`config.mk`:
```
export PLATFORM = sky130hd
export DESIGN_NAME = vtcc_ctrl
export DESIGN_NICKNAME = d
export VERILOG_FILES = /design/src/vtcc_pkg.sv /design/src/vtcc_ctrl.sv
export SDC_FILE = /design/constraint.sdc
export NUM_CORES = 1
export LEC_CHECK = 0
export CORE_AREA = 2 2 382 384
export CTS_CLUSTER_DIAMETER = 40
export DETAILED_ROUTE_END_ITERATION = 8
export DIE_AREA = 0 0 384 386
export DONT_BUFFER_PORTS = 1
export HOLD_SLACK_MARGIN = 0.03
export SYNTH_ARGS = -nofsm -noshare
export SYNTH_HDL_FRONTEND = slang
export SYNTH_SLANG_ARGS = --single-unit
export TNS_END_PERCENT = 10
```
`constraint.sdc`:
```
create_clock -name clock -period 1.85 [get_ports clock]
set_input_delay 0.0925 -clock clock [delete_from_list [all_inputs] [get_ports clock]]
set_output_delay 0.0925 -clock clock [all_outputs]
set_load 0.02 [all_outputs]
```
`src/vtcc_pkg.sv`:
```
// constants shared by the video timing core control register block
package vtcc_pkg;
  // ----------------------------------------------------------------
  // widths and offsets
  // ----------------------------------------------------------------
  localparam int          W        = 32;
  localparam int          AW       = 16;
  localparam int          LOCK_W   = 8;
  localparam int          POL_N    = 7;
  localparam int          HALF     = 16;
  localparam logic [15:0] CTRL_OFS = 16'h0000;
  // ----------------------------------------------------------------
  // control register bit positions
  // ----------------------------------------------------------------
  localparam int BIT_SW_RST = 31;
  localparam int BIT_FS_RST = 30;
  localparam int BIT_POL_LO = 20; // polarity selects 26..20
  localparam int BIT_CHROMA = 18;
  localparam int BIT_VBH    = 17;
  localparam int BIT_VS_END = 16;
  localparam int BIT_VS_BEG = 15;
  localparam int BIT_VIS_V  = 14;
  localparam int BIT_TOT_V  = 13;
  localparam int BIT_HS_END = 11;
  localparam int BIT_HS_BEG = 10;
  localparam int BIT_VIS_H  = 9;
  localparam int BIT_TOT_H  = 8;
  localparam int BIT_SYNC   = 5;
  localparam int BIT_DET    = 3;
  localparam int BIT_GEN    = 2;
  localparam int BIT_UPD    = 1;
  localparam int BIT_GLB    = 0;
  // writable storage bits, reset value, zero word
  localparam logic [W-1:0] CTRL_WMASK = 32'h07F7_EF2F;
  localparam logic [W-1:0] CTRL_RST   = 32'h0000_0000;
  localparam logic [W-1:0] ZERO_W     = 32'h0000_0000;
  // ----------------------------------------------------------------
  // core reset length
  // ----------------------------------------------------------------
  localparam int          RST_NS  = 40;
  localparam int          CLK_MHZ = 100;
  localparam int          RST_INT = (RST_NS * CLK_MHZ + 999) / 1000;
  localparam logic [3:0]  RST_CYC = 4'(RST_INT);
  localparam logic [3:0]  CNT_ONE = 4'h1;
  localparam logic [3:0]  CNT_0   = 4'h0;
  // deferred reset engine states
  typedef enum logic [1:0] {FS_IDLE, FS_WAIT, FS_RUN} vtcc_fs_t;
endpackage

```
`src/vtcc_ctrl.sv`:
```
// control register, reset engine and source selects of the timing core
//
// Overview of operation
// - writing bit 31 resets core, self-clears
// - bit 30 resets after next frame start
// - bits 26..20 pick each polarity source
// - bit 18 picks encoding and chroma source
// - bit 17 picks field-0 blank offsets source
// - bit 16 picks field-0 sync end source
// - bit 15 picks field-0 sync start source
// - bit 14 picks visible lines source
// - bit 13 picks total lines source
// - bit 11 picks line sync end source
// - bit 10 picks line sync start source
// - bit 9 picks visible pixels source
// - bit 8 picks total pixels source
// - bit 5 lets generator synchronise
// - bit 3 turns detection on
// - detection off holds lock indications low
// - global enable runs detector and generator
// - detector enable is detect OR global
// - generator enable is generate OR global
// - bit 2 turns generation on
// - bit 1 commits shadow registers at frame
module vtcc_ctrl
  import vtcc_pkg::*;
(
  input  wire logic                  clock,
  input  wire logic                  rst,
  input  wire logic                  ce,
  input  wire logic [vtcc_pkg::AW-1:0] reg_addr,
  input  wire logic                  reg_wr,
  input  wire logic                  reg_rd,
  input  wire logic [vtcc_pkg::W-1:0] reg_wdata,
  output logic      [vtcc_pkg::W-1:0] reg_rdata,
  output logic                       reg_rvalid,
  input  wire logic                  frame_start,
  input  wire logic [vtcc_pkg::LOCK_W-1:0] det_lock,
  input  wire logic [vtcc_pkg::W-1:0] meas_active_size,
  input  wire logic [vtcc_pkg::W-1:0] meas_encoding,
  input  wire logic [vtcc_pkg::W-1:0] meas_polarity,
  input  wire logic [vtcc_pkg::W-1:0] meas_hsize,
  input  wire logic [vtcc_pkg::W-1:0] meas_vsize,
  input  wire logic [vtcc_pkg::W-1:0] meas_line_sync,
  input  wire logic [vtcc_pkg::W-1:0] meas_blank_offset,
  input  wire logic [vtcc_pkg::W-1:0] meas_frame_sync_v,
  input  wire logic [vtcc_pkg::W-1:0] meas_frame_sync_h,
  input  wire logic [vtcc_pkg::W-1:0] prog_active_size,
  input  wire logic [vtcc_pkg::W-1:0] prog_encoding,
  input  wire logic [vtcc_pkg::W-1:0] prog_polarity,
  input  wire logic [vtcc_pkg::W-1:0] prog_hsize,
  input  wire logic [vtcc_pkg::W-1:0] prog_vsize,
  input  wire logic [vtcc_pkg::W-1:0] prog_line_sync,
  input  wire logic [vtcc_pkg::W-1:0] prog_blank_offset,
  input  wire logic [vtcc_pkg::W-1:0] prog_frame_sync_v,
  input  wire logic [vtcc_pkg::W-1:0] prog_frame_sync_h,
  output logic      [vtcc_pkg::W-1:0] gen_active_size,
  output logic      [vtcc_pkg::W-1:0] gen_encoding,
  output logic      [vtcc_pkg::W-1:0] gen_polarity,
  output logic      [vtcc_pkg::W-1:0] gen_hsize,
  output logic      [vtcc_pkg::W-1:0] gen_vsize,
  output logic      [vtcc_pkg::W-1:0] gen_line_sync,
  output logic      [vtcc_pkg::W-1:0] gen_blank_offset,
  output logic      [vtcc_pkg::W-1:0] gen_frame_sync_v,
  output logic      [vtcc_pkg::W-1:0] gen_frame_sync_h,
  output logic                       core_reset,
  output logic                       detection_on,
  output logic                       generation_on,
  output logic                       sync_enable,
  output logic                       regs_commit,
  output logic      [vtcc_pkg::LOCK_W-1:0] lock_out
);
  import vtcc_pkg::*;

  // ----------------------------------------------------------------
  // register access
  // ----------------------------------------------------------------
  logic [W-1:0] ctrl_reg;
  logic         sw_rst_reg;
  vtcc_fs_t     fs_reg;
  logic [3:0]   cnt_reg;
  logic [3:0]   cnt_next;
  logic         hit;
  logic         wr_ctrl;
  logic         wr31;
  logic         wr30;
  logic         fs_fire;
  logic         trig;
  logic         done;
  logic         busy;
  logic [W-1:0] ctrl_view;

  // decode of a control write
  assign hit     = (reg_addr == CTRL_OFS);
  assign wr_ctrl = ce && reg_wr && hit;
  assign wr31    = wr_ctrl && reg_wdata[BIT_SW_RST];
  assign wr30    = wr_ctrl && reg_wdata[BIT_FS_RST];

  // storage bits; reserved positions never stored
  always_ff @(posedge clock) begin
    if (rst) begin
      ctrl_reg <= CTRL_RST;
    end else if (wr_ctrl) begin
      ctrl_reg <= reg_wdata & CTRL_WMASK;
    end
  end

  // readback shows reset progress in the top two bits
  always_comb begin
    ctrl_view             = ctrl_reg;
    ctrl_view[BIT_SW_RST] = sw_rst_reg;
    ctrl_view[BIT_FS_RST] = (fs_reg != FS_IDLE);
  end

  // registered read answer, zero off the map
  always_ff @(posedge clock) begin
    if (rst) begin
      reg_rdata  <= ZERO_W;
      reg_rvalid <= 1'b0;
    end else if (ce) begin
      reg_rvalid <= reg_rd;
      if (reg_rd && hit) begin
        reg_rdata <= ctrl_view;
      end else begin
        reg_rdata <= ZERO_W;
      end
    end
  end

  // ----------------------------------------------------------------
  // reset engine
  // ----------------------------------------------------------------
  // deferred reset fires on the frame start after the request
  assign fs_fire = (fs_reg == FS_WAIT) && frame_start;
  assign trig    = ce && (wr31 || fs_fire);
  assign done    = ce && !trig && (cnt_reg == CNT_ONE);

  // reset length counter, reloaded by a new request
  always_comb begin
    if (trig) begin
      cnt_next = RST_CYC;
    end else if (ce && cnt_reg != CNT_0) begin
      cnt_next = cnt_reg - CNT_ONE;
    end else begin
      cnt_next = cnt_reg;
    end
  end
  assign busy = (cnt_next != CNT_0);

  // counter and core reset output
  always_ff @(posedge clock) begin
    if (rst) begin
      cnt_reg    <= CNT_0;
      core_reset <= 1'b0;
    end else if (ce) begin
      cnt_reg    <= cnt_next;
      core_reset <= busy;
    end
  end

  // immediate reset flag; a new write wins over completion
  always_ff @(posedge clock) begin
    if (rst) begin
      sw_rst_reg <= 1'b0;
    end else if (wr31) begin
      sw_rst_reg <= 1'b1;
    end else if (done) begin
      sw_rst_reg <= 1'b0;
    end
  end

  // deferred reset sequence
  always_ff @(posedge clock) begin
    if (rst) begin
      fs_reg <= FS_IDLE;
    end else if (ce) begin
      unique case (fs_reg)
        FS_IDLE: begin
          if (wr30) begin
            fs_reg <= FS_WAIT;
          end
        end
        FS_WAIT: begin
          if (frame_start) begin
            fs_reg <= FS_RUN;
          end
        end
        FS_RUN: begin
          if (wr30) begin
            fs_reg <= FS_WAIT;
          end else if (done) begin
            fs_reg <= FS_IDLE;
          end
        end
      endcase
    end
  end

  // ----------------------------------------------------------------
  // enables, lock and commit
  // ----------------------------------------------------------------
  logic det_on;
  logic gen_on;

  assign det_on = ctrl_reg[BIT_DET] || ctrl_reg[BIT_GLB];
  assign gen_on = ctrl_reg[BIT_GEN] || ctrl_reg[BIT_GLB];

  // detection and generation enables drop while the core is held in reset; sync_enable does not
  always_ff @(posedge clock) begin
    if (rst) begin
      detection_on  <= 1'b0;
      generation_on  <= 1'b0;
      sync_enable <= 1'b0;
      lock_out    <= '0;
      regs_commit <= 1'b0;
    end else if (ce) begin
      detection_on  <= det_on && !busy;
      generation_on  <= gen_on && !busy;
      sync_enable <= ctrl_reg[BIT_SYNC];
      lock_out    <= (det_on && !busy) ? det_lock : '0;
      regs_commit <= frame_start && ctrl_reg[BIT_UPD];
    end else begin
      regs_commit <= 1'b0;
    end
  end

  // ----------------------------------------------------------------
  // source selects
  // ----------------------------------------------------------------
  // low and high halves chosen apart
  function automatic logic [W-1:0] pick(
    input logic         sel_lo,
    input logic         sel_hi,
    input logic [W-1:0] m,
    input logic [W-1:0] p
  );
    logic [W-1:0] r;
    r[HALF-1:0] = sel_lo ? p[HALF-1:0] : m[HALF-1:0];
    r[W-1:HALF] = sel_hi ? p[W-1:HALF] : m[W-1:HALF];
    return r;
  endfunction

  // each parameter follows its select bits; both frame sync words share bits 15 and 16
  always_ff @(posedge clock) begin
    if (rst) begin
      gen_active_size  <= ZERO_W;
      gen_encoding     <= ZERO_W;
      gen_hsize        <= ZERO_W;
      gen_vsize        <= ZERO_W;
      gen_line_sync    <= ZERO_W;
      gen_blank_offset <= ZERO_W;
      gen_frame_sync_v <= ZERO_W;
      gen_frame_sync_h <= ZERO_W;
    end else if (ce) begin
      gen_active_size  <= pick(ctrl_reg[BIT_VIS_H], ctrl_reg[BIT_VIS_V],
                               meas_active_size, prog_active_size);
      gen_encoding     <= pick(ctrl_reg[BIT_CHROMA], ctrl_reg[BIT_CHROMA],
                               meas_encoding, prog_encoding);
      gen_hsize        <= pick(ctrl_reg[BIT_TOT_H], ctrl_reg[BIT_TOT_H],
                               meas_hsize, prog_hsize);
      gen_vsize        <= pick(ctrl_reg[BIT_TOT_V], ctrl_reg[BIT_TOT_V],
                               meas_vsize, prog_vsize);
      gen_line_sync    <= pick(ctrl_reg[BIT_HS_BEG], ctrl_reg[BIT_HS_END],
                               meas_line_sync, prog_line_sync);
      gen_blank_offset <= pick(ctrl_reg[BIT_VBH], ctrl_reg[BIT_VBH],
                               meas_blank_offset, prog_blank_offset);
      gen_frame_sync_v <= pick(ctrl_reg[BIT_VS_BEG], ctrl_reg[BIT_VS_END],
                               meas_frame_sync_v, prog_frame_sync_v);
      gen_frame_sync_h <= pick(ctrl_reg[BIT_VS_BEG], ctrl_reg[BIT_VS_END],
                               meas_frame_sync_h, prog_frame_sync_h);
    end
  end

  // polarity bits one by one; unused high bits pass measured
  always_ff @(posedge clock) begin
    if (rst) begin
      gen_polarity <= ZERO_W;
    end else if (ce) begin
      gen_polarity <= meas_polarity;
      for (int i = 0; i < POL_N; i++) begin
        gen_polarity[i] <= ctrl_reg[BIT_POL_LO + i] ?
                           prog_polarity[i] : meas_polarity[i];
      end
    end
  end
endmodule

```
==> results of run 1 <==
per-layer routing:
metal / global-route usage (%) / routed length [microns]
met5: 0 / 88
met3: 5.37 / 10800
met4: 4.23 / 3540
met2: 17.5 / 44400
met1: 12.9 / 39100
report_power, final:
| group | internal, mW | switching (mW) |
|---|---|---|
| Sequential | 8.13 | 0.877 |
| Clock | 7.94 | 5.03 |
| Combinational | 1.49 | 1.21 |
| Total | 17.6 | 7.12 |
critical path, stage by stage, from the launching register on:
cell and delay (ps):
dfxtp_2 320, inv_2 70, ha_4 130, or3b_4 390
mux2_4 330, a211oi_4 160, nor2b_4 190, buf_12 140
a22o_1 150
cells in the mapped netlist (2+ instances only):
| cell type | n |
|---|---|
| a21oi_1 | 10 |
| nand2_1 | 13 |
| o21ai_0 | 7 |
| nand3_1 | 2 |
| clkbuf_1 | 100 |
| a22o_1 | 8 |
| buf_1 | 21 |
| buf_2 | 15 |
| inv_1 | 3 |
| mux2i_1 | 309 |
| buf_4 | 10 |
| dfxtp_1 | 355 |
| ha_1 | 2 |
| buf_6 | 2 |
| a22oi_1 | 24 |
| a211oi_1 | 264 |
| nor4_1 | 4 |
| nor2_1 | 342 |
what timing repair did:
item	in CTS	in global routing
setup endpoints to repair	9	84
hold buffers	405	116
gates cloned	0	0
pin swaps	3	1
resized for setup	3	39
hold endpoints to repair	355	134
area by class of cell:
class	instances	area [sq um]	share of cell area (%)
Sequential cell	355	7160	28.6
Multi-Input combinational cell	1016	7100	28.4
Timing Repair Buffer	581	5910	23.6
Tap cell	1917	2400	9.59
Clock buffer	80	1780	7.10
Clock inverter	42	591	2.36
Antenna cell	25	62.6	0.250
Inverter	4	15.0	0.0600
stage by stage:
| stage | power [mW] | setup TNS (ps) | util, % | setup WS (ps) |
|---|---|---|---|---|
| after CTS | 24.4 | -1030 | 16.3 | -133 |
| after global placement | 10.5 | -676 | 11.9 | -79.9 |
| after global routing | 25.6 | -1640 | 17.3 | -175 |
| after detailed placement | 10.6 | -953 | 11.9 | -125 |
| final | 24.7 | -1170 | 17.3 | -108 |
| after floorplan | 10.3 | 0 | - | 6.18 |
worst max path at each step:
| stage | start | to | cells after the start |
|---|---|---|---|
| after global routing | cnt_reg[0]$_SDFFE_PP0P_ | lock_out[6]$_SDFFE_PP0P_ | 8 |
| after floorplan | cnt_reg[1]$_SDFFE_PP0P_ | lock_out[0]$_SDFFE_PP0P_ | 8 |
| after CTS | cnt_reg[1]$_SDFFE_PP0P_ | lock_out[1]$_SDFFE_PP0P_ | 8 |
| after global placement | cnt_reg[1]$_SDFFE_PP0P_ | lock_out[3]$_SDFFE_PP0P_ | 8 |
| after detailed placement | cnt_reg[1]$_SDFFE_PP0P_ | lock_out[1]$_SDFFE_PP0P_ | 9 |
| final | cnt_reg[1]$_SDFFE_PP0P_ | lock_out[1]$_SDFFE_PP0P_ | 8 |
logic make-up (layout without fill, tap and decap cells):
family,after synthesis,count (layout)
AO/OA/AOI/OAI,322,322
XOR/XNOR,1,1
adder cells (fa/ha/maj),2,2
buffers and inverters,152,707
flip-flops,355,355
multiplexers,310,310
other,1,33
AND/OR/NAND/NOR,373,373
==> results.ini, run 1 <==
[yosys]
yosys.area_share.simple_pct=9.89
synth_area_per_cell_sq_um=9.73
synthCells=1516
yosysWarnings=0
synth-main-ff-cell=dfxtp_1
ys_async_sr_fraction_pct=0
synth_edf_count=0
yosysSeqAreaShare_pct=48.2
yosys.area_share.adder_pct=0.170
synth_mux_area_share_pct=21.1
synth_xor_area_share_pct=0.0594
yosysTopAreaCellShare_pct=48.2
syn-cell-area_sq_mm=0.0148
synth_top_area_cell=dfxtp_1
synth_seq_cells=355
synthTopCellsByArea=dfxtp_1 48%, mux2i_1 21%, a211oi_1 13%
synthDistinctLibCells=43
synth_top_family_by_area=multiplexers
synth-compound-area-share_pct=16.3

[floorplan]
die_area_sq_mm=0.148
die_w_microns=384
initial_core_util_pct=10.2
die_h_microns=386
rows=140
coreArea_sq_mm=0.145
io_pins=972

[final_layout]
nNetsFinal=2665
layout_commonest_cell=dlygate4sd3_1
fill_cells=15800
layoutNonFillerInstCount=4020
layout_common_cells=515 x dlygate4sd3_1, 340 x nor2_1, 322 x dfxtp_1, 305 x mux2i_1, 264 x a211oi_1
drive_gt1_share_pct=11.2
stdcell_area_sq_mm=0.0250
area_delta_synth_final_pct=69.6

[clock_tree]
insertion_delay_ps=660
cts_made_buffers=67
clk_path_buf_depth=3
htree_levels=3
cts_tree=yes
clock_sinks=355
cts-root-buf=clkbuf_16
post-cts-setup-buffers=0
clk_pin_slew_ps=50

[setup_path]
critPathCaptureType=flip-flop
regToRegEndpoint=lock_out[1]$_SDFFE_PP0P_
rr_worst_depth=8
start_kind=flip-flop
required_ps=2430
r2r_start=cnt_reg[1]$_SDFFE_PP0P_
reg2reg_slack_ps=-110
crit_fanout=9
path_class=reg -> reg
crit_arrival_ps=2540

[run]
cap_violations=0

[sta]
whs_ps=108
min_period_ps=1960
rsz0062_at_grt=true
max_freq_mhz=511
skew_ps=24.9
finalHoldViolCount=0
relSlewSlack_pct=18.8
finalCritPeriodShare_pct=106
setup_violations=21
worstMarginPinSlew_ps=1220
drv_slew=0
fin_ws_ps=-108

[detailed_routing]
firstDrtPassIters=5
wl_per_cell_microns=24.4
drc=0
final_antenna_net_count=0
drt_iter0_markers=856
wirelength_mm=98.0
num_vias=15100
via_per_inst=3.75

[power]
power_leakage_nw=8.82
power_density_mw_per_mm2=987
max-vdd-ir-drop_mv=0.704

[worst_hold_path]
hp-start=ce
min_path_type=in -> reg
whs_path_depth=2
hold-path-endpoint=gen_encoding[20]$_SDFFE_PP0P_

[grt]
grt_overflow=0
antenna_found_initial=74
grt_pass1_vias=13600
grtUsageTotal_pct=11.1
grt_pass1_wl_mm=113
grt_max_degree=569

[placed_design]
hpwl_mm=67.3
postPlaceCellArea_sq_mm=0.0172
portBuffers=0
gp_congestion=0.895
dp.cells=3352

[outcome]
violations=negative setup slack
outcome=complete, but fails checks

Power figures use the tool's default switching activity.
==> run 2, diff against run 1 <==
--- a/config.mk
+++ b/config.mk
@@ -10,6 +10,7 @@
 export DETAILED_ROUTE_END_ITERATION = 8
 export DIE_AREA = 0 0 384 386
 export DONT_BUFFER_PORTS = 1
+export GPL_TIMING_DRIVEN = 0
 export HOLD_SLACK_MARGIN = 0.03
 export SYNTH_ARGS = -nofsm -noshare
 export SYNTH_HDL_FRONTEND = slang
==> run 2 against run 1 <==
Compared with the run above:
- the run still ends with negative setup slack left
- sequential power rose by 2%
- non-clock buffer count increased by 161
- via count up 8.9%
- power increased by 0.11%
- count of clock-buffer cells in the layout fell by 13
- die area stayed put
- sequential cell count is the same
- highest routed layer unchanged
==> results.ini, run 2 (synthesis results as in run 1) <==
[run]
cap_violations=0

[detailed_routing]
wirelength_mm=116
via_per_inst=3.92
wl_per_cell_microns=27.7
firstDrtPassIters=6
num_vias=16400
drt_iter0_markers=1071
final_antenna_net_count=0
drc=0

[final_layout]
drive_gt1_share_pct=8.97
final_util_pct=17.8
area_delta_synth_final_pct=74.1
nNetsFinal=2819
layout_commonest_cell=dlygate4sd3_1
layout_common_cells=589 x dlygate4sd3_1, 351 x dfxtp_1, 342 x nor2_1, 299 x mux2i_1, 264 x a211oi_1

[power]
p_int_mw=17.3
max-vdd-ir-drop_mv=0.694
seqPwrFrac_pct=37.1
netSwitchingFraction_pct=30.1
clkPwrFrac_pct=49.8
power_leakage_nw=8.61
power_frac_comb_pct=13.1
power_density_mw_per_mm2=962
p_switching_mw=7.43

[grt]
antenna_found_initial=85
busiest_layer=met2
grt_overflow=0
use_met2_pct=21.8
grt_pass1_wl_mm=146
grtUsageTotal_pct=14.7
met1_usage_pct=17.2
grt_util_met3_pct=7.01
grt_pass1_vias=16300
grt_max_degree=19

[sta]
setup_violations=23
finalCritPeriodShare_pct=112
drv_slew=0
finalHoldViolCount=0
worstMarginPinSlew_ps=1150
skew_ps=28.4
rsz0062_at_grt=true
max_freq_mhz=482
fin_tns_setup_ps=-2760
min_period_ps=2070
whs_ps=108
relSlewSlack_pct=22.7
fin_ws_ps=-223

[placed_design]
gp_congestion=0.959
portBuffers=0
hpwl_mm=91.5
dpl_worst_slack_ps=-1410

[setup_path]
required_ps=2430
critical_path.max_stage_delay_ps=380
crit_slowest_cell=or3b_4
start_kind=flip-flop
crit_fanout=5
critPathCaptureType=flip-flop
path_class=reg -> reg
crit_arrival_ps=2650
crit_chain=inv_4, ha_4, or3b_4, mux2_4, a211oi_4, nor2b_4, buf_6, a22o_1

[floorplan]
die_area_sq_mm=0.148
die_w_microns=384
coreArea_sq_mm=0.145
die_h_microns=386
initial_core_util_pct=10.2
rows=140
io_pins=972

[clock_tree]
cts_tree=yes
cts_made_buffers=60
htree_levels=2
cts-root-buf=clkbuf_16
clk_path_buf_depth=3
clock_sinks=355
clk_pin_slew_ps=50
insertion_delay_ps=660

[outcome]
outcome=complete, but fails checks
violations=negative setup slack

[worst_hold_path]
min_path_type=in -> reg

-- run 2: cell type report --
cell class	instances	area, sq um
Timing Repair Buffer	597	5960
Tap cell	1917	2400
Antenna cell	43	108
Buffer	145	719
Clock inverter	46	636
Fill cell	15800	119000
Inverter	4	20.0
Sequential cell	355	7120
Multi-Input combinational cell	1016	7150
Clock buffer	67	1570
-- run 2: through the flow --
step | instance area [sq um] | power, mW | instances
final | 25700 | 24.7 | 4190
after detailed placement | 17200 | 11.1 | 3440
after CTS | 25500 | 24.8 | 4146
after floorplan | 14800 | 10.3 | 1523
after global placement | 17200 | 11.0 | 3440
after global routing | 25600 | 25.5 | 4168
-- run 2: what timing repair did --
item / CTS / global route
cloned: 1 / 0
endpoints found under the hold margin: 333 / 0
endpoints found under the setup margin: 210 / 69
resized for setup: 56 / 24
pin swaps: 8 / 5
hold buffers: 589 / 0
buffers inserted: 6 / 1
-- run 2: metal layers --
metal	vias up	routed length [microns]
met2	1263	49400
met3	409	14400
met1	7849	44900
met4	40	7050
met5	-	287
li1	6858	-
-- run 2: critical path, delay by kind of cell (launching register included) --
family / cells / cell delay, ps
flip-flops: 1 / 360
AO/OA/AOI/OAI: 2 / 330
adder cells (fa/ha/maj): 1 / 110
multiplexers: 1 / 330
AND/OR/NAND/NOR: 2 / 650
buffers and inverters: 2 / 240
-- run 2: final timing paths --
kind,to,slack [ps],cells after the start,startpoint
worst max register to register,lock_out[7]$_SDFFE_PP0P_,-220,8,cnt_reg[1]$_SDFFE_PP0P_
worst min-delay path,generation_on$_SDFFE_PP0P_,110,6,ce
worst min register to register,regs_commit$_SDFF_PP0_,470,2,ctrl_reg[1]$_SDFFE_PP0N_
worst max-delay path,lock_out[7]$_SDFFE_PP0P_,-220,8,cnt_reg[1]$_SDFFE_PP0P_
-- run 2: power by group through the flow --
stage	Combinational (mW)	Sequential (mW)	Clock (mW)
2_1_floorplan	1.21	9.05	0
3_3_place_gp	1.75	9.30	0
3_5_place_dp	1.80	9.30	0
4_1_cts	3.11	9.14	12.5
5_1_grt	3.45	9.20	12.8
6_report	3.23	9.16	12.3
